$ cat src/avsl_pkg.sv
// Shared constants and types for the averaging, low soft limit and on-target command block
package avsl_pkg;

  localparam int AXES      = 8;
  localparam int PLAT_AXES = 6;
  localparam int AIN_CNT   = 2;
  localparam int VW        = 32;
  localparam int SMPW      = 16;
  localparam int NAVW      = 14;
  localparam int DIGS      = 10;

  localparam logic [NAVW-1:0]   NAV_DEF = 14'h0001;
  localparam logic signed [31:0] NAV_MIN = 32'sh0000_0001;
  localparam logic signed [31:0] NAV_MAX = 32'sh0000_2710;
  localparam logic [31:0]        DEC_BASE = 32'h0000_000a;

  localparam logic [7:0] ERR_NONE    = 8'h00;
  localparam logic [7:0] ERR_MOVING  = 8'h05;
  localparam logic [7:0] ERR_BAD_ID  = 8'h0f;
  localparam logic [7:0] ERR_VALUE   = 8'h11;
  localparam logic [7:0] ERR_SOFTLIM = 8'h1b;

  localparam logic [7:0] CH_EQ    = 8'h3d;
  localparam logic [7:0] CH_LF    = 8'h0a;
  localparam logic [7:0] CH_MINUS = 8'h2d;
  localparam logic [7:0] CH_ZERO  = 8'h30;
  localparam logic [7:0] CH_ONE   = 8'h31;
  // Axis names from index 7 down to 0: B A W V U Z Y X
  localparam logic [63:0] AXIS_CHARS = 64'h4241_5756_555a_5958;

  typedef enum logic [2:0] {
    OP_SET_AVERAGE_COUNT     = 3'h0,
    OP_GET_AVERAGE_COUNT     = 3'h1,
    OP_SET_LOW_SOFT_LIMIT    = 3'h2,
    OP_GET_LOW_SOFT_LIMIT    = 3'h3,
    OP_GET_ON_TARGET_STATE   = 3'h4
  } avsl_op_t;

  typedef enum logic [2:0] {
    ST_IDLE = 3'h0,
    ST_NEXT = 3'h1,
    ST_ID   = 3'h2,
    ST_EQ   = 3'h3,
    ST_DIV  = 3'h4,
    ST_SIGN = 3'h5,
    ST_DIG  = 3'h6,
    ST_LF   = 3'h7
  } avsl_st_t;

endpackage

$ cat src/avsl_avg.sv
// Per-channel block averager: sums N samples, then divides by N
`timescale 1ns/10ps
`default_nettype none
module avsl_avg (
  input  wire logic                        i_mclk,         // System clock
  input  wire logic                        i_sys_rst,      // Synchronous reset
  input  wire logic                        i_smp_valid,    // Sample strobe for this channel
  input  wire logic [avsl_pkg::SMPW-1:0]   i_smp_data,     // Raw unsigned sample
  input  wire logic [avsl_pkg::NAVW-1:0]   i_navg,         // Samples per mean
  output logic [avsl_pkg::SMPW-1:0]        o_mean,         // Last mean
  output logic                             o_mean_valid    // One-cycle new-mean pulse
);
  localparam int SW = avsl_pkg::SMPW + avsl_pkg::NAVW;

  logic [SW-1:0]              sum_q;
  logic [avsl_pkg::NAVW-1:0]  cnt_q;
  logic [avsl_pkg::SMPW-1:0]  mean_q;
  logic                       start_q;
  logic [SW-1:0]              num_q;
  logic                       div_busy;
  logic                       div_done;
  logic [SW-1:0]              div_quo;

  wire [SW-1:0]             sum_n  = sum_q + SW'(i_smp_data);
  wire [avsl_pkg::NAVW-1:0] cnt_n  = cnt_q + avsl_pkg::NAVW'(1);
  wire                      blk_end = i_smp_valid && (cnt_n >= i_navg);

  // A block that completes while the previous division runs is dropped
  always_ff @(posedge i_mclk) begin
    if (i_sys_rst) begin
      sum_q   <= '0;
      cnt_q   <= '0;
      num_q   <= '0;
      start_q <= 1'b0;
    end else begin
      start_q <= blk_end && !div_busy;
      if (blk_end) begin
        num_q <= sum_n;
        sum_q <= '0;
        cnt_q <= '0;
      end else if (i_smp_valid) begin
        sum_q <= sum_n;
        cnt_q <= cnt_n;
      end
    end
  end

  avsl_div #(.W(SW)) u_div (
    .i_mclk    (i_mclk),
    .i_sys_rst (i_sys_rst),
    .i_start   (start_q),
    .i_num     (num_q),
    .i_den     (SW'(i_navg)),
    .o_busy    (div_busy),
    .o_done    (div_done),
    .o_quo     (div_quo),
    .o_rem     ()
  );

  always_ff @(posedge i_mclk) begin
    if (i_sys_rst) begin
      mean_q       <= '0;
      o_mean_valid <= 1'b0;
    end else begin
      o_mean_valid <= div_done;
      if (div_done) begin
        mean_q <= div_quo[avsl_pkg::SMPW-1:0];
      end
    end
  end

  assign o_mean = mean_q;
endmodule
`default_nettype wire

$ cat src/avsl_div.sv
// Serial restoring unsigned divider, one quotient bit per clock
`timescale 1ns/10ps
`default_nettype none
module avsl_div #(
  parameter int W = 32
) (
  input  wire logic         i_mclk,    // System clock
  input  wire logic         i_sys_rst, // Synchronous reset
  input  wire logic         i_start,   // Start pulse, taken when idle
  input  wire logic [W-1:0] i_num,     // Dividend
  input  wire logic [W-1:0] i_den,     // Divisor
  output logic              o_busy,    // Division in progress
  output logic              o_done,    // One-cycle result pulse
  output logic [W-1:0]      o_quo,     // Quotient
  output logic [W-1:0]      o_rem      // Remainder
);
  localparam int CW = $clog2(W) + 1;

  logic [W-1:0]  rem_q;
  logic [W-1:0]  quo_q;
  logic [W-1:0]  den_q;
  logic [CW-1:0] cnt_q;
  logic          busy_q;
  logic          done_q;
  wire  [W:0]    trial = {rem_q, quo_q[W-1]};
  wire  [W:0]    diff  = trial - {1'b0, den_q};
  wire           ge    = trial >= {1'b0, den_q};

  always_ff @(posedge i_mclk) begin
    if (i_sys_rst) begin
      rem_q  <= '0;
      quo_q  <= '0;
      den_q  <= '0;
      cnt_q  <= '0;
      busy_q <= 1'b0;
      done_q <= 1'b0;
    end else begin
      done_q <= 1'b0;
      if (i_start && !busy_q) begin
        rem_q  <= '0;
        quo_q  <= i_num;
        den_q  <= i_den;
        cnt_q  <= CW'(W);
        busy_q <= 1'b1;
      end else if (busy_q) begin
        rem_q <= ge ? diff[W-1:0] : trial[W-1:0];
        quo_q <= {quo_q[W-2:0], ge};
        cnt_q <= cnt_q - CW'(1);
        if (cnt_q == CW'(1)) begin
          busy_q <= 1'b0;
          done_q <= 1'b1;
        end
      end
    end
  end

  assign o_busy = busy_q;
  assign o_done = done_q;
  assign o_quo  = quo_q;
  assign o_rem  = rem_q;
endmodule
`default_nettype wire

$ cat src/avsl_top.sv
// Command block: averaging count, low soft limit and on-target queries with text replies
`timescale 1ns/10ps
`default_nettype none
module avsl_top (
  input  wire logic                                     i_mclk,          // 100 MHz clock
  input  wire logic                                     i_sys_rst,       // Synchronous reset
  input  wire logic                                     i_cmd_valid,     // Parsed command present
  output logic                                          o_cmd_ready,     // Command taken
  input  wire avsl_pkg::avsl_op_t                       i_cmd_op,        // Command code
  input  wire logic                                     i_cmd_all,       // Query has no id
  input  wire logic [3:0]                               i_cmd_id,        // Axis 0-7 or channel 1-2
  input  wire logic signed [avsl_pkg::VW-1:0]           i_cmd_value,     // Set value
  output logic                                          o_tx_valid,      // Reply byte present
  output logic [7:0]                                    o_tx_data,       // Reply byte
  input  wire logic                                     i_tx_ready,      // Reply byte taken
  output logic [7:0]                                    o_err_code,      // Stored error code
  input  wire logic                                     i_err_read,      // Error query clears
  input  wire logic [avsl_pkg::AXES*avsl_pkg::VW-1:0]   i_axis_pos,      // Current positions
  input  wire logic [avsl_pkg::AXES*avsl_pkg::VW-1:0]   i_travel_min,    // Travel minima
  input  wire logic [avsl_pkg::AXES-1:0]                i_axis_moving,   // Axis in motion
  input  wire logic [avsl_pkg::AXES-1:0]                i_on_target,     // Axis on target
  input  wire logic [avsl_pkg::AXES-1:0]                i_servo_on,      // Closed loop active
  input  wire logic [avsl_pkg::AXES-1:0]                i_soft_limit_en, // Soft limits switched on
  output logic [avsl_pkg::AXES*avsl_pkg::VW-1:0]        o_low_limit,     // Low limits
  output logic [avsl_pkg::AXES-1:0]                     o_low_limit_hit, // Below enforced limit
  input  wire logic [avsl_pkg::AIN_CNT-1:0]             i_ain_fitted,    // Analog channel present
  input  wire logic                                     i_smp_valid,     // Analog sample strobe
  input  wire logic                                     i_smp_chan,      // Sample channel index
  input  wire logic [avsl_pkg::SMPW-1:0]                i_smp_data,      // Raw sample
  output logic [avsl_pkg::AIN_CNT*avsl_pkg::SMPW-1:0]   o_ain_mean,      // Averaged values
  output logic [avsl_pkg::AIN_CNT-1:0]                  o_ain_mean_valid // New mean pulse
);

  avsl_pkg::avsl_st_t         st_q;
  avsl_pkg::avsl_op_t         op_q;
  logic                       all_q;
  logic                       lone_q;
  logic                       init_q;
  logic [3:0]                 idx_q;
  logic                       neg_q;
  logic [3:0]                 ndig_q;
  logic [3:0]                 dig_q [avsl_pkg::DIGS];
  logic [31:0]                div_num_q;
  logic                       div_start_q;
  logic [7:0]                 err_q;
  logic [avsl_pkg::NAVW-1:0]  navg_q [avsl_pkg::AIN_CNT];
  logic signed [31:0]         lim_q [avsl_pkg::AXES];
  logic [avsl_pkg::AXES-1:0]  hit_q;
  logic                       div_done;
  logic [31:0]                div_quo;
  logic [31:0]                div_rem;

  // Command decode
  wire cmd_go     = i_cmd_valid && o_cmd_ready;
  wire op_set_nav = i_cmd_op == avsl_pkg::OP_SET_AVERAGE_COUNT;
  wire op_get_nav = i_cmd_op == avsl_pkg::OP_GET_AVERAGE_COUNT;
  wire op_set_nlm = i_cmd_op == avsl_pkg::OP_SET_LOW_SOFT_LIMIT;
  wire is_nav_cmd = op_set_nav || op_get_nav;
  wire is_set     = op_set_nav || op_set_nlm;
  wire is_query   = !is_set;
  wire id_checked = is_set || !i_cmd_all;

  wire [3:0] ain_idx    = i_cmd_id - 4'h1;
  wire       ain_id_ok  = (i_cmd_id != 4'h0) && (i_cmd_id <= 4'(avsl_pkg::AIN_CNT))
                          && i_ain_fitted[ain_idx[0]];
  wire       axis_id_ok = i_cmd_id < 4'(avsl_pkg::AXES);
  wire [2:0] cmd_axis   = i_cmd_id[2:0];

  wire nav_val_ok = (i_cmd_value >= avsl_pkg::NAV_MIN) && (i_cmd_value <= avsl_pkg::NAV_MAX);

  wire signed [31:0] cmd_pos = $signed(i_axis_pos[{cmd_axis, 5'h00} +: 32]);
  wire nlm_below   = i_cmd_value < cmd_pos;
  wire nlm_sign_ok = (i_cmd_id >= 4'(avsl_pkg::PLAT_AXES)) || i_cmd_value[31];
  wire nlm_still   = !i_axis_moving[cmd_axis];

  wire id_bad = id_checked && (is_nav_cmd ? !ain_id_ok : !axis_id_ok);

  wire [7:0] err_new =
    id_bad                                ? avsl_pkg::ERR_BAD_ID  :
    (op_set_nav && !nav_val_ok)           ? avsl_pkg::ERR_VALUE   :
    (op_set_nlm && !nlm_still)            ? avsl_pkg::ERR_MOVING  :
    (op_set_nlm && !nlm_below)            ? avsl_pkg::ERR_SOFTLIM :
    (op_set_nlm && !nlm_sign_ok)          ? avsl_pkg::ERR_SOFTLIM :
                                            avsl_pkg::ERR_NONE;

  wire cmd_rej = cmd_go && (err_new != avsl_pkg::ERR_NONE);
  wire cmd_ok  = cmd_go && (err_new == avsl_pkg::ERR_NONE);
  wire nav_wr  = cmd_ok && op_set_nav;
  wire nlm_wr  = cmd_ok && op_set_nlm;

  assign o_cmd_ready = (st_q == avsl_pkg::ST_IDLE) && !init_q;

  // Error store: a new rejection wins over a clear in the same cycle
  always_ff @(posedge i_mclk) begin
    if (i_sys_rst) begin
      err_q <= avsl_pkg::ERR_NONE;
    end else if (cmd_rej) begin
      err_q <= err_new;
    end else if (i_err_read) begin
      err_q <= avsl_pkg::ERR_NONE;
    end
  end

  assign o_err_code = err_q;

  // Averaging counts
  always_ff @(posedge i_mclk) begin
    if (i_sys_rst) begin
      for (int c = 0; c < avsl_pkg::AIN_CNT; c++) begin
        navg_q[c] <= avsl_pkg::NAV_DEF;
      end
    end else if (nav_wr) begin
      navg_q[ain_idx[0]] <= i_cmd_value[avsl_pkg::NAVW-1:0];
    end
  end

  // Low limits load the travel minima once after reset; only the set command moves them afterwards
  always_ff @(posedge i_mclk) begin
    if (i_sys_rst) begin
      init_q <= 1'b1;
      for (int a = 0; a < avsl_pkg::AXES; a++) begin
        lim_q[a] <= '0;
      end
    end else if (init_q) begin
      init_q <= 1'b0;
      for (int a = 0; a < avsl_pkg::AXES; a++) begin
        lim_q[a] <= $signed(i_travel_min[a*avsl_pkg::VW +: avsl_pkg::VW]);
      end
    end else if (nlm_wr) begin
      lim_q[cmd_axis] <= i_cmd_value;
    end
  end

  // Enforcement flags toward the motion logic
  always_ff @(posedge i_mclk) begin
    if (i_sys_rst) begin
      hit_q <= '0;
    end else begin
      for (int a = 0; a < avsl_pkg::AXES; a++) begin
        hit_q[a] <= i_soft_limit_en[a] && i_servo_on[a]
                    && ($signed(i_axis_pos[a*avsl_pkg::VW +: avsl_pkg::VW]) < lim_q[a]);
      end
    end
  end

  assign o_low_limit_hit = hit_q;

  for (genvar g = 0; g < avsl_pkg::AXES; g++) begin : g_lim
    assign o_low_limit[g*avsl_pkg::VW +: avsl_pkg::VW] = lim_q[g];
  end

  // Analog averaging per channel
  for (genvar c = 0; c < avsl_pkg::AIN_CNT; c++) begin : g_ain
    avsl_avg u_avg (
      .i_mclk       (i_mclk),
      .i_sys_rst    (i_sys_rst),
      .i_smp_valid  (i_smp_valid && (i_smp_chan == 1'(c))),
      .i_smp_data   (i_smp_data),
      .i_navg       (navg_q[c]),
      .o_mean       (o_ain_mean[c*avsl_pkg::SMPW +: avsl_pkg::SMPW]),
      .o_mean_valid (o_ain_mean_valid[c])
    );
  end

  // Reply item selection
  wire q_nav = op_q == avsl_pkg::OP_GET_AVERAGE_COUNT;
  wire q_nlm = op_q == avsl_pkg::OP_GET_LOW_SOFT_LIMIT;
  wire q_ont = op_q == avsl_pkg::OP_GET_ON_TARGET_STATE;

  wire [3:0]  n_items  = q_nav ? 4'(avsl_pkg::AIN_CNT) : 4'(avsl_pkg::AXES);
  wire        item_ok  = q_nav ? i_ain_fitted[idx_q[0]] : 1'b1;
  wire [31:0] item_val = q_nav ? 32'(navg_q[idx_q[0]]) :
                         q_ont ? {31'h0, i_on_target[idx_q[2:0]]} :
                                 lim_q[idx_q[2:0]];
  wire        item_neg = q_nlm && item_val[31];
  wire [31:0] item_mag = item_neg ? (32'h0 - item_val) : item_val;
  wire [7:0]  id_char  = q_nav ? (avsl_pkg::CH_ONE + {4'h0, idx_q}) :
                                 avsl_pkg::AXIS_CHARS[{idx_q[2:0], 3'h0} +: 8];
  wire [3:0]  dig_top  = ndig_q - 4'h1;

  assign o_tx_valid = (st_q == avsl_pkg::ST_ID) || (st_q == avsl_pkg::ST_EQ)
                      || (st_q == avsl_pkg::ST_SIGN) || (st_q == avsl_pkg::ST_DIG)
                      || (st_q == avsl_pkg::ST_LF);

  assign o_tx_data = (st_q == avsl_pkg::ST_ID)   ? id_char :
                     (st_q == avsl_pkg::ST_EQ)   ? avsl_pkg::CH_EQ :
                     (st_q == avsl_pkg::ST_SIGN) ? avsl_pkg::CH_MINUS :
                     (st_q == avsl_pkg::ST_DIG)  ? (avsl_pkg::CH_ZERO | {4'h0, dig_q[dig_top]}) :
                     (st_q == avsl_pkg::ST_LF)   ? avsl_pkg::CH_LF : 8'h00;

  wire tx_go = o_tx_valid && i_tx_ready;

  // Decimal conversion by repeated division by ten
  avsl_div #(.W(32)) u_dec (
    .i_mclk    (i_mclk),
    .i_sys_rst (i_sys_rst),
    .i_start   (div_start_q),
    .i_num     (div_num_q),
    .i_den     (avsl_pkg::DEC_BASE),
    .o_busy    (),
    .o_done    (div_done),
    .o_quo     (div_quo),
    .o_rem     (div_rem)
  );

  // Reply sequencer
  always_ff @(posedge i_mclk) begin
    if (i_sys_rst) begin
      st_q        <= avsl_pkg::ST_IDLE;
      op_q        <= avsl_pkg::OP_SET_AVERAGE_COUNT;
      all_q       <= 1'b0;
      lone_q      <= 1'b0;
      idx_q       <= 4'h0;
      neg_q       <= 1'b0;
      ndig_q      <= 4'h0;
      div_num_q   <= 32'h0;
      div_start_q <= 1'b0;
    end else begin
      div_start_q <= 1'b0;
      case (st_q)
        avsl_pkg::ST_IDLE: begin
          if (cmd_ok && is_query) begin
            op_q   <= i_cmd_op;
            all_q  <= i_cmd_all;
            lone_q <= 1'b0;
            idx_q  <= i_cmd_all ? 4'h0 : (is_nav_cmd ? ain_idx : i_cmd_id);
            if (i_cmd_all && is_nav_cmd && !(|i_ain_fitted)) begin
              lone_q <= 1'b1;
              st_q   <= avsl_pkg::ST_LF;
            end else begin
              st_q <= i_cmd_all ? avsl_pkg::ST_NEXT : avsl_pkg::ST_ID;
            end
          end
        end
        avsl_pkg::ST_NEXT: begin
          if (idx_q >= n_items) begin
            st_q <= avsl_pkg::ST_IDLE;
          end else if (item_ok) begin
            st_q <= avsl_pkg::ST_ID;
          end else begin
            idx_q <= idx_q + 4'h1;
          end
        end
        avsl_pkg::ST_ID: begin
          if (tx_go) begin
            st_q <= avsl_pkg::ST_EQ;
          end
        end
        avsl_pkg::ST_EQ: begin
          if (tx_go) begin
            neg_q       <= item_neg;
            div_num_q   <= item_mag;
            div_start_q <= 1'b1;
            ndig_q      <= 4'h0;
            st_q        <= avsl_pkg::ST_DIV;
          end
        end
        avsl_pkg::ST_DIV: begin
          if (div_done) begin
            dig_q[ndig_q] <= div_rem[3:0];
            ndig_q        <= ndig_q + 4'h1;
            if (div_quo == 32'h0) begin
              st_q <= neg_q ? avsl_pkg::ST_SIGN : avsl_pkg::ST_DIG;
            end else begin
              div_num_q   <= div_quo;
              div_start_q <= 1'b1;
            end
          end
        end
        avsl_pkg::ST_SIGN: begin
          if (tx_go) begin
            st_q <= avsl_pkg::ST_DIG;
          end
        end
        avsl_pkg::ST_DIG: begin
          if (tx_go) begin
            ndig_q <= dig_top;
            if (ndig_q == 4'h1) begin
              st_q <= avsl_pkg::ST_LF;
            end
          end
        end
        avsl_pkg::ST_LF: begin
          if (tx_go) begin
            if (all_q && !lone_q) begin
              idx_q <= idx_q + 4'h1;
              st_q  <= avsl_pkg::ST_NEXT;
            end else begin
              st_q <= avsl_pkg::ST_IDLE;
            end
          end
        end
        default: begin
          st_q <= avsl_pkg::ST_IDLE;
        end
      endcase
    end
  end

endmodule
`default_nettype wire
$ cat config.mk
export PLATFORM = sky130hd
export DESIGN_NAME = avsl_top
export DESIGN_NICKNAME = d
export VERILOG_FILES = /design/src/avsl_pkg.sv /design/src/avsl_avg.sv /design/src/avsl_div.sv /design/src/avsl_top.sv
export SDC_FILE = /design/constraint.sdc
export NUM_CORES = 2
export LEC_CHECK = 0
export ABC_AREA = 1
export BUFFER_PORTS_ARGS = -buffer_cell sky130_fd_sc_hd__buf_2
export CAP_MARGIN = 20
export CELL_PAD_IN_SITES_DETAIL_PLACEMENT = 2
export CELL_PAD_IN_SITES_GLOBAL_PLACEMENT = 2
export CORE_MARGIN = 2
export CORE_UTILIZATION = 33
export CTS_BUF_LIST = sky130_fd_sc_hd__clkbuf_4 sky130_fd_sc_hd__clkbuf_8
export DETAILED_ROUTE_END_ITERATION = 10
export PLACE_DENSITY_LB_ADDON = 0.1
export RECOVER_POWER = 100
export SKIP_CTS_REPAIR_TIMING = 1
export SLEW_MARGIN = 20
export SYNTH_ARGS = -nofsm -noshare
export SYNTH_HDL_FRONTEND = slang
export SYNTH_SLANG_ARGS = --single-unit
$ cat constraint.sdc
create_clock -name i_mclk -period 5.8 [get_ports i_mclk]
set_clock_uncertainty 0.1 [all_clocks]
set_input_delay 1.16 -clock i_mclk [delete_from_list [all_inputs] [get_ports i_mclk]]
set_output_delay 1.16 -clock i_mclk [all_outputs]
set_load 0.03 [all_outputs]
==> out/metrics.cfg <==
[critical_path]
slowest_stage=nor2_2
crit_path_cell_trace=buf_2 -> inv_2 -> nor2_2 -> buf_12 -> nand2_1 -> nand2_1 -> a221oi_1 -> nand4_1 -> inv_1 -> ha_1 -> nand2_1 -> nor3_1 -> inv_1 -> nor4_1 -> nand2_1 -> nand3_1 -> nand3_1 -> nand2_2 -> nand3_2 -> nor2_4 -> nand2_4 -> nand2_1 -> buf_4
cp_common_cell=nand2_1
path_max_fanout=32
crit_path_end_kind=flip-flop
slowest_delay_ns=0.96
criticalPathCategory=in -> reg
arrival_ns=6.02
start_kind=input port
worst_ep_required_time_ns=6.22

[yosys]
synth_cells=6440
yosysSeqAreaShare_pct=39.3
netlist_top_cells_count=nand2_1, inv_1, o21ai_0
synth_area_um2=49500
ys_ff_latch=811
synth_edf_count=324
ys.flop_type=dfxtp_1
netlist.area_leader.share_pct=19.7
yosysWarnings=0
syn_avg_cell_area_um2=7.69
synthArstFlopShare_pct=0
yosysMostFrequentCell=nand2_1
yosys.cell_types.count=70
synthTopCellsByArea=dfxtp_1, edfxtp_1, ha_1
synth_top_area_cell=dfxtp_1

[sta]
setup_viol=0
rsz0062_at_grt=no
relSlewSlack_pct=-133
min_period_over_period_pct=96.6
slew_viol_final=316
fin_setup_tns_ns=0
hold_viol=0
period_needed_ns=5.60
fmax_mhz=179
worstMarginPinSlew_ns=3.49
fin_hold_ws_ns=0.357

[finish]
layoutNonFillerInstCount=9478
final_nets=8323
drive_gt1_share_pct=14.1
post-route-util_pct=39.7
syn_to_final_growth_pct=19.8

[clock_network]
insertion_delay_ns=0.94
root_buffer=clkbuf_8
cts_sinks=811
path_clk_slew_ns=0.06
cts_buffers=158
clockBufferDepth=3
htreeDepth=4
cts_tree=done

[floorplan]
core_area_um2=149000
die_y_um=391
row_count=142
floorplan.initialDensity_pct=33.1
die_x_um=391
die_area_um2=153000
io_pins=925

[place]
placed_cells=9173
numPortBuffers=920
dp_hpwl_um=239000
gp_congestion=1.04

[pwr]
p_leak_nw=25.8
peakVddDrop_uv=216
powerDensity_nw_per_um2=318

[flow_run]
cap_violations=5

[routing]
vias=53900
wire_per_inst_um=31.4
viasPerCell=5.69
drt_wl_total_um=298000
drt_iter0_markers=4273
drtAntennaViolNets=0
drc=0
drtPass1Iterations=5

[global_routing]
grt_start_max_net_pins=154
grt_pass1_vias=56000
grt_usage_pct=38.0
overflow=0
antenna_found_initial=49
grt_pass1_wl_um=415000

[run_status]
run_status=finished, violations left
violations=max-capacitance violations, max-slew violations

[hold_path]
hp-class=reg -> reg

-- layout by cell type, fill, tap and decap left out, types with 103 or more instances in the layout --
| master | netlist | final |
|---|---|---|
| dfxtp_1 | 487 | 482 |
| nand2_1 | 1183 | 1183 |
| nor2_1 | 387 | 377 |
| ha_1 | 393 | 393 |
| nand3_1 | 262 | 262 |
| clkbuf_8 | 0 | 190 |
| edfxtp_1 | 324 | 324 |
| buf_2 | 49 | 608 |
| a21oi_1 | 667 | 667 |
| inv_1 | 834 | 836 |
| clkbuf_1 | 219 | 318 |
| xor2_1 | 103 | 103 |
| o21ai_0 | 734 | 754 |
-- worst paths after layout --
kind | start | to | slack [ns] | cells past startpoint
max | i_cmd_id[0] | lim_q[6][5]$_DFFE_PP_ | 0.20 | 23
min reg2reg | g_ain[1].u_avg.num_q[26]$_SDFFE_PP0P_ | g_ain[1].u_avg.num_q[26]$_SDFFE_PP0P_ | 0.36 | 2
min | g_ain[1].u_avg.num_q[26]$_SDFFE_PP0P_ | g_ain[1].u_avg.num_q[26]$_SDFFE_PP0P_ | 0.36 | 2
max reg2reg | flip-flop | div_num_q[12]$_SDFFE_PP0P_ | 0.41 | 14
-- registers in the layout, indices dropped and copies added, names as in the netlist, 3 cells and up, named ones only --
| name | flops |
|---|---|
| dig_q | 40 |
| u_dec.o_rem | 32 |
| g_ain.u_avg.u_div.den_q | 28 |
| st_q | 3 |
| o_low_limit_hit | 8 |
| g_ain.u_avg.sum_q | 60 |
| ndig_q | 4 |
| idx_q | 4 |
| g_ain.u_avg.u_div.o_rem | 60 |
| g_ain.u_avg.num_q | 60 |
| g_ain.u_avg.o_mean | 32 |
| o_err_code | 4 |
| g_ain.u_avg.cnt_q | 28 |
| g_ain.u_avg.u_div.cnt_q | 12 |
| navg_q | 28 |
| u_dec.o_quo | 32 |
| op_q | 3 |
| div_num_q | 32 |
| u_dec.cnt_q | 6 |
| lim_q | 256 |
| g_ain.u_avg.u_div.o_quo | 60 |
-- routing by layer --
layer  global-route usage [%]  share of wire (%)
met5                        0              0.055
met4                     25.4                7.8
met3                     8.65                8.1
met2                     59.8                 44
met1                     46.3                 40
-- layout make-up --
cell class / count / area [µm²]
Inverter: 844 / 3180
Timing Repair Buffer: 1032 / 5170
Clock buffer: 239 / 2980
Clock inverter: 47 / 422
Sequential cell: 811 / 19500
Antenna cell: 19 / 47.5
Multi-Input combinational cell: 4470 / 25500
Tap cell: 2016 / 2520
Fill cell: 17700 / 90100
-- worst max-delay path, delay by kind of cell --
kind / cells / cell delay (ns)
simple gates: 15 / 2.98
buf+inv: 6 / 1.47
fa+ha+maj: 1 / 0.26
compound gates: 1 / 0.05
-- cells by family (layout without fill, tap and decap cells) --
logic type,after synthesis,in the layout,share of synthesized area (%)
XOR/XNOR,169,169,2.99
buffers and inverters,1162,2162,9.28
AND/OR/NAND/NOR,2086,2086,17.7
flip-flops,811,811,39.3
other,1,23,0.00757
AO/OA/AOI/OAI,1813,1813,20.6
multiplexers,1,1,0.0202
adder cells (fa/ha/maj),397,397,10.1
-- where the power goes --
group / switching [mW] / total, mW / internal (mW) / leakage (nW)
clock: 2.91 / 6.36 / 3.46 / 1.81
sequential: 0.396 / 6.57 / 6.17 / 7.45
combinational: 4.37 / 5.92 / 1.55 / 16.5
total: 7.68 / 18.9 / 11.2 / 25.8
-- per-stage QoR --
stage	setup WS, ns	instance area, µm²	power [mW]
2_1_floorplan	0.416	49500	9.78
3_3_place_gp	0.00492	56600	12.3
3_5_place_dp	-0.141	56600	12.5
4_1_cts	0.314	60000	18.9
5_1_grt	0.0149	59300	19.6
6_report	0.198	59300	18.9
Power figures use the tool's default switching activity.
